--- src/logic/lscr_pkg.sv ---
//==================================================================
// light sensor configuration register constants
//==================================================================
package lscr_pkg;
	// register offsets
	localparam logic [7:0] OFS_HOLD   = 8'hA2;
	localparam logic [7:0] OFS_MODE   = 8'hA3;
	localparam logic [7:0] OFS_ROUTE  = 8'hA4;
	localparam logic [7:0] OFS_SEQFMT = 8'hA5;
	localparam logic [7:0] OFS_THSRC  = 8'hA6;
	// writable bit masks; everything else is reserved
	localparam logic [7:0] MSK_HOLD   = 8'h04;
	localparam logic [7:0] MSK_MODE   = 8'h81;
	localparam logic [7:0] MSK_ROUTE  = 8'h33;
	localparam logic [7:0] MSK_SEQFMT = 8'h7B;
	localparam logic [7:0] MSK_THSRC  = 8'h30;
	// reset values
	localparam logic [7:0] RST_HOLD   = 8'h00;
	localparam logic [7:0] RST_MODE   = 8'h01;
	localparam logic [7:0] RST_ROUTE  = 8'h00;
	localparam logic [7:0] RST_SEQFMT = 8'h00;
	localparam logic [7:0] RST_THSRC  = 8'h00;
	// field positions
	localparam int BIT_HOLD    = 2;
	localparam int BIT_CROSS   = 7;
	localparam int BIT_THR_LSB = 0;
	localparam int BIT_CAL     = 6;
	localparam int BIT_TARGET  = 5;
	localparam int BIT_STEPIRQ = 4;
	localparam int BIT_KEEP    = 3;
	localparam int POS_IRQRT   = 4;
	localparam int POS_SYNCRT  = 0;
	localparam int POS_FMT     = 0;
	localparam int POS_THSRC   = 4;
	// field codes
	localparam logic [1:0] RT_NORMAL  = 2'h0;
	localparam logic [1:0] RT_HYST    = 2'h1;
	localparam logic [1:0] FMT_16     = 2'h0;
	localparam logic [1:0] FMT_24     = 2'h1;
	localparam logic [1:0] FMT_32     = 2'h3;
	localparam logic [1:0] SRC_MOD1   = 2'h1;
	localparam logic [1:0] SRC_MOD2   = 2'h2;
	// gain prediction target as a right shift of full scale
	localparam logic [1:0] SHIFT_HALF    = 2'h1;
	localparam logic [1:0] SHIFT_QUARTER = 2'h2;
	// saturation markers
	localparam logic [31:0] SAT24_DIG = 32'h00FFFFFF;
	localparam logic [31:0] SAT24_ANA = 32'h00FFFFFE;
	localparam logic [31:0] SAT32_DIG = 32'hFFFFFFFF;
	localparam logic [31:0] SAT32_ANA = 32'hFFFFFFFE;
	localparam int TRIM_W = 8;
endpackage : lscr_pkg

--- src/logic/lscr_top.sv ---
`timescale 1ns/1ns
module lscr_top (
	input  wire logic                       clock,
	input  wire logic                       rst_n,
	// internal register port behind the serial host interface
	input  wire logic [7:0]                 reg_addr,
	input  wire logic [7:0]                 reg_wdata,
	input  wire logic                       reg_wr,
	input  wire logic                       reg_rd,
	output logic      [7:0]                 reg_rdata,
	output logic                            reg_rvalid,
	// measurement side
	input  wire logic [31:0]                mod_data0,
	input  wire logic [31:0]                mod_data1,
	input  wire logic [31:0]                mod_data2,
	input  wire logic                       digital_sat,
	input  wire logic                       analog_sat,
	input  wire logic [31:0]                light_low_threshold,
	input  wire logic [31:0]                light_high_threshold,
	input  wire logic                       light_done,
	input  wire logic                       flicker_busy,
	input  wire logic                       flicker_done,
	input  wire logic                       light_irq_clear,
	input  wire logic                       general_irq,
	input  wire logic                       sync_gpio_out,
	input  wire logic                       seq_step_done,
	input  wire logic                       seq_round_done,
	input  wire logic                       power_on_bit,
	input  wire logic                       trim_wr,
	input  wire logic [lscr_pkg::TRIM_W-1:0] trim_wdata,
	output logic                            fifo_wr,
	output logic      [31:0]                fifo_word,
	output logic      [1:0]                 light_word_format,
	output logic                            light_irq,
	output logic                            light_irq_status,
	output logic                            hysteresis_state_signal,
	output logic                            irq_pin,
	output logic                            sync_pin,
	output logic                            calib_trigger,
	output logic                            sequencer_system_irq,
	output logic      [1:0]                 gain_target_shift,
	output logic                            buffer_level_threshold_lsb,
	output logic      [lscr_pkg::TRIM_W-1:0] oscillator_trim
);
	import lscr_pkg::*;

	//==================================================================
	// helpers
	//==================================================================
	function automatic logic [31:0] pick_src(input logic [1:0] sel, input logic [31:0] d0,
		input logic [31:0] d1, input logic [31:0] d2);
		case (sel)
			SRC_MOD1: pick_src = d1;
			SRC_MOD2: pick_src = d2;
			default:  pick_src = d0;
		endcase
	endfunction : pick_src

	function automatic logic [31:0] fmt_word(input logic [1:0] fmt, input logic [31:0] d,
		input logic dsat, input logic asat);
		case (fmt)
			FMT_24:  fmt_word = dsat ? SAT24_DIG : (asat ? SAT24_ANA : {8'h00, d[23:0]});
			FMT_32:  fmt_word = dsat ? SAT32_DIG : (asat ? SAT32_ANA : d);
			default: fmt_word = {16'h0000, d[15:0]}; // reserved code falls back to 16-bit
		endcase
	endfunction : fmt_word

	// pin selection; codes 10 and 11 are never meant to be used, the pin idles low
	function automatic logic route_pin(input logic [1:0] rt, input logic normal,
		input logic hyst);
		case (rt)
			RT_NORMAL: route_pin = normal;
			RT_HYST:   route_pin = hyst;
			default:   route_pin = 1'b0;
		endcase
	endfunction : route_pin

	// writable bits of each register; unmapped offsets have none
	function automatic logic [7:0] live_bits(input logic [7:0] ad);
		case (ad)
			OFS_HOLD:   live_bits = MSK_HOLD;
			OFS_MODE:   live_bits = MSK_MODE;
			OFS_ROUTE:  live_bits = MSK_ROUTE;
			OFS_SEQFMT: live_bits = MSK_SEQFMT;
			OFS_THSRC:  live_bits = MSK_THSRC;
			default:    live_bits = 8'h00;
		endcase
	endfunction : live_bits

	//==================================================================
	// state
	//==================================================================
	logic [7:0]        r_hold, r_mode, r_route, r_seqfmt, r_thsrc;
	logic [7:0]        next_hold, next_mode, next_route, next_seqfmt, next_thsrc;
	logic [7:0]        next_rdata;
	logic              next_rvalid;
	logic              pend, next_pend;
	logic [31:0]       pend_word, next_pend_word;
	logic              next_fifo_wr;
	logic [31:0]       next_fifo_word;
	logic              next_light_irq, next_status, next_hyst;
	logic              next_irq_pin, next_sync_pin, next_calib, next_seq_irq;
	logic              power_on_q, next_power_on_q;
	logic [TRIM_W-1:0] next_trim;
	logic [31:0]       src;
	logic              above, below, crossing;

	// next values of registers, datapath and pins
	always_comb begin
		next_hold   = r_hold;
		next_mode   = r_mode;
		next_route  = r_route;
		next_seqfmt = r_seqfmt;
		next_thsrc  = r_thsrc;
		if (reg_wr) begin
			// reserved bits are masked away on write
			case (reg_addr)
				OFS_HOLD:   next_hold   = reg_wdata & MSK_HOLD;
				OFS_MODE:   next_mode   = reg_wdata & MSK_MODE;
				OFS_ROUTE:  next_route  = reg_wdata & MSK_ROUTE;
				OFS_SEQFMT: next_seqfmt = reg_wdata & MSK_SEQFMT;
				OFS_THSRC:  next_thsrc  = reg_wdata & MSK_THSRC;
				default:    ;
			endcase
		end
		next_rvalid = reg_rd;
		case (reg_addr)
			OFS_HOLD:   next_rdata = r_hold;
			OFS_MODE:   next_rdata = r_mode;
			OFS_ROUTE:  next_rdata = r_route;
			OFS_SEQFMT: next_rdata = r_seqfmt;
			OFS_THSRC:  next_rdata = r_thsrc;
			default:    next_rdata = 8'h00; // unmapped reads as zero
		endcase
		if (!reg_rd)
			next_rdata = reg_rdata;

		// threshold comparison on the selected channel
		src      = pick_src(r_thsrc[POS_THSRC +: 2], mod_data0, mod_data1, mod_data2);
		above    = src > light_high_threshold;
		below    = src < light_low_threshold;
		next_hyst = hysteresis_state_signal;
		if (light_done && above)
			next_hyst = 1'b1;
		else if (light_done && below)
			next_hyst = 1'b0;
		crossing = next_hyst != hysteresis_state_signal;
		if (r_mode[BIT_CROSS])
			next_light_irq = light_done && crossing;
		else
			next_light_irq = light_done && (above || below);
		// set wins over a clear arriving in the same cycle
		next_status = next_light_irq || (light_irq_status && !light_irq_clear);

		// fifo writes, possibly held back behind a long flicker measurement
		next_fifo_wr   = 1'b0;
		next_fifo_word = fifo_word;
		next_pend      = pend;
		next_pend_word = pend_word;
		if (light_done && flicker_busy) begin
			if (r_hold[BIT_HOLD]) begin
				next_pend      = 1'b1;
				next_pend_word = fmt_word(r_seqfmt[POS_FMT +: 2], src, digital_sat, analog_sat);
			end
		end else if (light_done) begin
			next_fifo_wr   = 1'b1;
			next_fifo_word = fmt_word(r_seqfmt[POS_FMT +: 2], src, digital_sat, analog_sat);
		end
		// a held sample is released once flicker finishes
		if (pend && flicker_done && !(light_done && flicker_busy)) begin
			next_pend      = 1'b0;
			next_fifo_wr   = 1'b1;
			next_fifo_word = pend_word;
		end

		// pins: crossing mode shows the light status instead of the normal source
		next_irq_pin  = route_pin(r_route[POS_IRQRT +: 2],
			r_mode[BIT_CROSS] ? next_status : general_irq, next_hyst);
		next_sync_pin = route_pin(r_route[POS_SYNCRT +: 2],
			r_mode[BIT_CROSS] ? next_status : sync_gpio_out, next_hyst);

		// sequencer-driven events
		next_calib   = r_seqfmt[BIT_CAL] ? seq_step_done : seq_round_done;
		next_seq_irq = r_seqfmt[BIT_STEPIRQ] ? seq_step_done : seq_round_done;

		// oscillator trim; a load in the same cycle as power-on rise wins
		next_power_on_q = power_on_bit;
		next_trim  = oscillator_trim;
		if (power_on_bit && !power_on_q && !r_seqfmt[BIT_KEEP])
			next_trim = '0;
		if (trim_wr)
			next_trim = trim_wdata;
	end

	// register stage
	always_ff @(posedge clock or negedge rst_n) begin
		if (!rst_n) begin
			r_hold                  <= RST_HOLD;
			r_mode                  <= RST_MODE;
			r_route                 <= RST_ROUTE;
			r_seqfmt                <= RST_SEQFMT;
			r_thsrc                 <= RST_THSRC;
			reg_rdata               <= 8'h00;
			reg_rvalid              <= 1'b0;
			pend                    <= 1'b0;
			pend_word               <= 32'h00000000;
			fifo_wr                 <= 1'b0;
			fifo_word               <= 32'h00000000;
			light_irq               <= 1'b0;
			light_irq_status        <= 1'b0;
			hysteresis_state_signal <= 1'b0;
			irq_pin                 <= 1'b0;
			sync_pin                <= 1'b0;
			calib_trigger           <= 1'b0;
			sequencer_system_irq    <= 1'b0;
			power_on_q              <= 1'b0;
			oscillator_trim         <= '0;
			light_word_format       <= 2'h0;
			gain_target_shift       <= SHIFT_HALF;
			buffer_level_threshold_lsb <= 1'b1;
		end else begin
			r_hold                  <= next_hold;
			r_mode                  <= next_mode;
			r_route                 <= next_route;
			r_seqfmt                <= next_seqfmt;
			r_thsrc                 <= next_thsrc;
			reg_rdata               <= next_rdata;
			reg_rvalid              <= next_rvalid;
			pend                    <= next_pend;
			pend_word               <= next_pend_word;
			fifo_wr                 <= next_fifo_wr;
			fifo_word               <= next_fifo_word;
			light_irq               <= next_light_irq;
			light_irq_status        <= next_status;
			hysteresis_state_signal <= next_hyst;
			irq_pin                 <= next_irq_pin;
			sync_pin                <= next_sync_pin;
			calib_trigger           <= next_calib;
			sequencer_system_irq    <= next_seq_irq;
			power_on_q              <= next_power_on_q;
			oscillator_trim         <= next_trim;
			light_word_format       <= next_seqfmt[POS_FMT +: 2];
			gain_target_shift       <= next_seqfmt[BIT_TARGET] ? SHIFT_QUARTER : SHIFT_HALF;
			buffer_level_threshold_lsb <= next_mode[BIT_THR_LSB];
		end
	end
endmodule : lscr_top

--- config.mk ---
export PLATFORM = sky130hd
export DESIGN_NAME = lscr_top
export DESIGN_NICKNAME = d
export VERILOG_FILES = /design/src/logic/lscr_pkg.sv /design/src/logic/lscr_top.sv
export SDC_FILE = /design/constraint.sdc
export NUM_CORES = 1
export LEC_CHECK = 0
export ABC_CLOCK_PERIOD_IN_PS = 3550
export BUFFER_PORTS_ARGS = -buffer_cell sky130_fd_sc_hd__clkbuf_2
export CORE_MARGIN = 8
export CORE_UTILIZATION = 45
export DETAILED_ROUTE_END_ITERATION = 10
export PLACE_DENSITY = 0.83
export SETUP_SLACK_MARGIN = 0.4
export SLEW_MARGIN = 20
export SYNTH_ARGS = -nofsm -noshare
export SYNTH_HDL_FRONTEND = slang
export SYNTH_SLANG_ARGS = --single-unit
--- constraint.sdc ---
create_clock -name clock -period 3.55 [get_ports clock]
set_input_delay 0.71 -clock clock [delete_from_list [all_inputs] [get_ports clock]]
set_output_delay 0.71 -clock clock [all_outputs]
set_load 0.02 [all_outputs]
==> metrics.md <==
| Metric | Value |
|---|---|
| Number of enable flip-flop cells after synthesis | `0` |
| Mean Syn Cell Area | `8.28 um2` |
| Period Utilization, post-route | `92.0%` |
| Drt pass-1 iters | `6` |
| Number of antenna violations at the first check in global routing | `0` |
| Post-synth top area cell | `sky130_fd_sc_hd__dfrtp_1` |
| Wire length of the first global-routing pass | `36.4 mm` |
| Worst reg2reg endpoint | `irq_pin` |
| Synth Net Count | `approximately 1100` |
| Cts bufs inserted | `9` |
| Register-to-register path setup slack | `0.29 ns` |
| Ranking of synthesized cells by area | `sky130_fd_sc_hd__dfrtp_1, sky130_fd_sc_hd__ha_1, sky130_fd_sc_hd__o21ai_0` |
| Count of max-cap constraint violations | `0` |
| DRC viols | `0` |
| Number of synthesis warnings | `0` |
| Initial Utilization | `approximately 45%` |
| Clock Tree Buf Depth | `2` |
| Distinct cell type count after synthesis | `50` |
| Largest net degree at the start of global routing | `66` |
| Synthesis-to-finish area growth | `35.9%` |
| Worst supply voltage drop on vdd | `260 uV` |
| Shortest period the worst path allows | `3.26 ns` |
| Maximum fanout along the worst path | `8` |
| Max Clk Rate | `around 310 MHz` |
| Remaining antenna violation count after routing | `0` |
| Number of cell instances on the worst register-to-register path | `13` |
| Number of standard cells after synthesis | `821` |
| Critical Path Start Type | `flip-flop` |
| RR Startpoint | `r_thsrc[4]` |
| Share of the synthesized area in the top cell type | `38.7%` |
| WL per Instance | `19.0 um` |
| Data required time at the worst endpoint | `3.80 ns` |
| Slew Viols, Final | `0` |
| Number of ports placed on the die boundary | `262` |
| Worst hold path class | `input port to async pin` |
| CTS tree | `yes` |
| Fraction of power spent switching nets | `between 30% and 40%` |
| Power density of the placed cells | `390 nW/um2` |
| Total number of placement rows | `45` |
| Setup Viol. Count Final | `0` |
| Hpwl dp | `~18 mm` |
| Worst-Margin Slew | `0.998 ns` |
| Result of the run | `finished, final reports clean` |
| Die height | `around 140 um` |
| Count of H-tree levels built during CTS | `3` |
| Crit. End Element | `flip-flop` |
| Clock sink total | `roughly 110` |
| Number of vias in the routed layout | `about 7000` |
| Count of input and output buffers | `261` |
| Post-detailed-routing wire length | `24.4 mm` |
| Placer's final routability congestion estimate | `0.902` |
| Switch Pwr | `1.20 mW` |
| Latest clock arrival within the worst-skew pair | `0.35 ns` |
| Number of global-route vias before repair | `6991` |
| Async set-or-reset flop fraction in the synthesized netlist | `100%` |
| Area of the core | `15000 um2` |
| Remaining Overflow, GRT | `0` |
| Netlist area before placement | `approximately 6800 um2` |
| Worst Skew | `0.0110 ns` |
| Synthesis-stage register bit count | `roughly 110` |
| Dominant synthesized flop cell | `sky130_fd_sc_hd__dfrtp_1` |
| Crit path arrival time | `3.51 ns` |
| Root buf cell | `sky130_fd_sc_hd__clkbuf_16` |
| TNS Setup | `0 ns` |
| Clock power share | `between 20 and 30%` |
| Critical Path Start | `r_thsrc[4]` |
| Setup repair after global routing missed its margin | `yes` |
| Relative slew margins | `33.5%` |
| CTS clock-pin slew for the worst setup and hold paths | `approximately 0.080 ns` |
| Worst setup path category | `flip-flop to flip-flop` |
| Hold_buf cts | `0` |
| Share of layout cells above drive strength 1 | `35.0%` |
| Number of nets at the end of the flow | `1357` |
| Inserted Diodes | `0` |
| Total leakage power | `4.80 nW` |
| Die Footprint | `between 15000 and 20000 um2` |
| All-Layer GR Usage | `between 20% and 30%` |
| Sequential group share of total power | `a little under two fifths` |
| Via/cell ratio | `between 5 and 6` |
| P_int | `between 2 and 2.5 mW` |
| Final Hold Vio Count | `0` |
| Tot Pwr | `3.60 mW` |
| DRC marker count from the first detailed-route iteration | `567` |
| Part of the power in combinational logic | `32.6%` |
| Sequential-to-total area share from yosys stat | `39.4%` |
| Overall die width | `139 um` |
[metal layers]
| metal | track usage [%] | wire length (um) |
|---|---|---|
| met5 | 0 | 0 |
| met4 | 6.70 | 796 |
| met2 | 39.5 | 11900 |
| met1 | 29.6 | 10300 |
| met3 | 4.34 | 1430 |
[registers in the layout (all words and copies together) (netlist names), 2 cells and up]
signal	flops
fifo_word	32
oscillator_trim	8
pend_word	32
r_mode	2
r_route	4
r_seqfmt	5
r_thsrc	2
reg_rdata	8
[power groups by stage]
stage	clock [mW]	combinational [mW]	sequential (mW)
detailed placement	0	0.964	1.40
CTS	1.06	1.01	1.38
finish	1.05	1.18	1.38
floorplan	0	0.494	1.45
global route	1.10	1.29	1.39
global placement	0	0.937	1.40
[how the worst max path moves through the flow]
stage	end	slack (ns)
2_1_floorplan	irq_pin	0.45
3_3_place_gp	sync_pin	0.25
3_5_place_dp	light_irq_status	0.19
4_1_cts	sync_pin	0.38
5_1_grt	light_irq_status	0.14
6_report	irq_pin	0.29
[critical path: stages, from the launching register on]
cell and delay, ns:
sky130_fd_sc_hd__dfrtp_1 0.40, sky130_fd_sc_hd__buf_6 0.13, sky130_fd_sc_hd__ha_4 0.20, sky130_fd_sc_hd__clkbuf_16 0.18
sky130_fd_sc_hd__a22oi_1 0.15, sky130_fd_sc_hd__o21ai_0 0.15, sky130_fd_sc_hd__ha_1 0.31, sky130_fd_sc_hd__nand2_1 0.09
sky130_fd_sc_hd__nor4_4 0.32, sky130_fd_sc_hd__a21boi_4 0.28, sky130_fd_sc_hd__o31ai_4 0.11, sky130_fd_sc_hd__a211oi_4 0.45
sky130_fd_sc_hd__nor3_2 0.08, sky130_fd_sc_hd__a211o_1 0.29
[cell families after synthesis]
kind of cell / after synthesis / share of synthesized area [%]
adder cells (fa/ha/maj): 65 / 12.0
multiplexers: 19 / 3.06
buffers and inverters: 126 / 7.18
AND/OR/NAND/NOR: 240 / 15.4
flip-flops: 107 / 39.4
AO/OA/AOI/OAI: 264 / 22.9
[through the flow]
step / cells / cell area (um2) / worst slack, ns / utilization (%) / hold slack [ns]
6_report: 1285 / 9240 / 0.286 / 61.7 / 0.364
5_1_grt: 1285 / 9240 / 0.142 / 61.7 / 0.406
4_1_cts: 1268 / 8790 / 0.382 / 58.7 / 0.378
3_5_place_dp: 1246 / 8380 / 0.188 / 56.0 / 0.460
3_3_place_gp: 1246 / 8380 / 0.250 / 56.0 / 0.457
2_1_floorplan: 821 / 6790 / 0.451 / - / 0.414
[Yosys cell counts, drive strengths merged, types with 8 or more instances]
master	n
buf	9
nand4	14
a22oi	31
o21ai	126
clkbuf	38
ha	65
mux2	14
nor3	8
a22o	8
inv	79
dfrtp	105
nand3	10
nand2	124
a21oi	62
nor2	61
[area by class of cell]
type	count	area, um2
Clock inverter	6	71.3
Fill cell	1284	5740
Tap cell	188	235
Inverter	79	297
Clock buffer	10	239
Multi-Input combinational cell	588	3850
Timing Repair Buffer	307	1870
Sequential cell	107	2680
[cells in the final DEF (no fill, tap or decap), drive strengths merged, types with 3 or more instances in the layout]
| master | netlist | routed |
|---|---|---|
| clkbuf | 38 | 277 |
| o211ai | 3 | 3 |
| ha | 65 | 65 |
| a211oi | 4 | 4 |
| nor2 | 61 | 61 |
| buf | 9 | 40 |
| a22o | 8 | 8 |
| o21ai | 126 | 126 |
| nor2b | 3 | 3 |
| inv | 79 | 81 |
| nand4 | 14 | 14 |
| nand2b | 5 | 5 |
| mux2 | 14 | 14 |
| nor3 | 8 | 8 |
| a21o | 7 | 7 |
| dfrtp | 105 | 105 |
| o22ai | 7 | 7 |
| a22oi | 31 | 31 |
| mux2i | 5 | 5 |
| nand3 | 10 | 10 |
| nand2 | 124 | 124 |
| a21oi | 62 | 62 |
| a221o | 3 | 3 |
[timing repair]
action / CTS / global route
setup endpoints to repair: 5 / 5
pin swaps: 7 / 27
gates cloned: 1 / 7
resized for setup: 21 / 50
buffers inserted: 5 / 10
No activity file was read; power rests on OpenSTA's default activity.
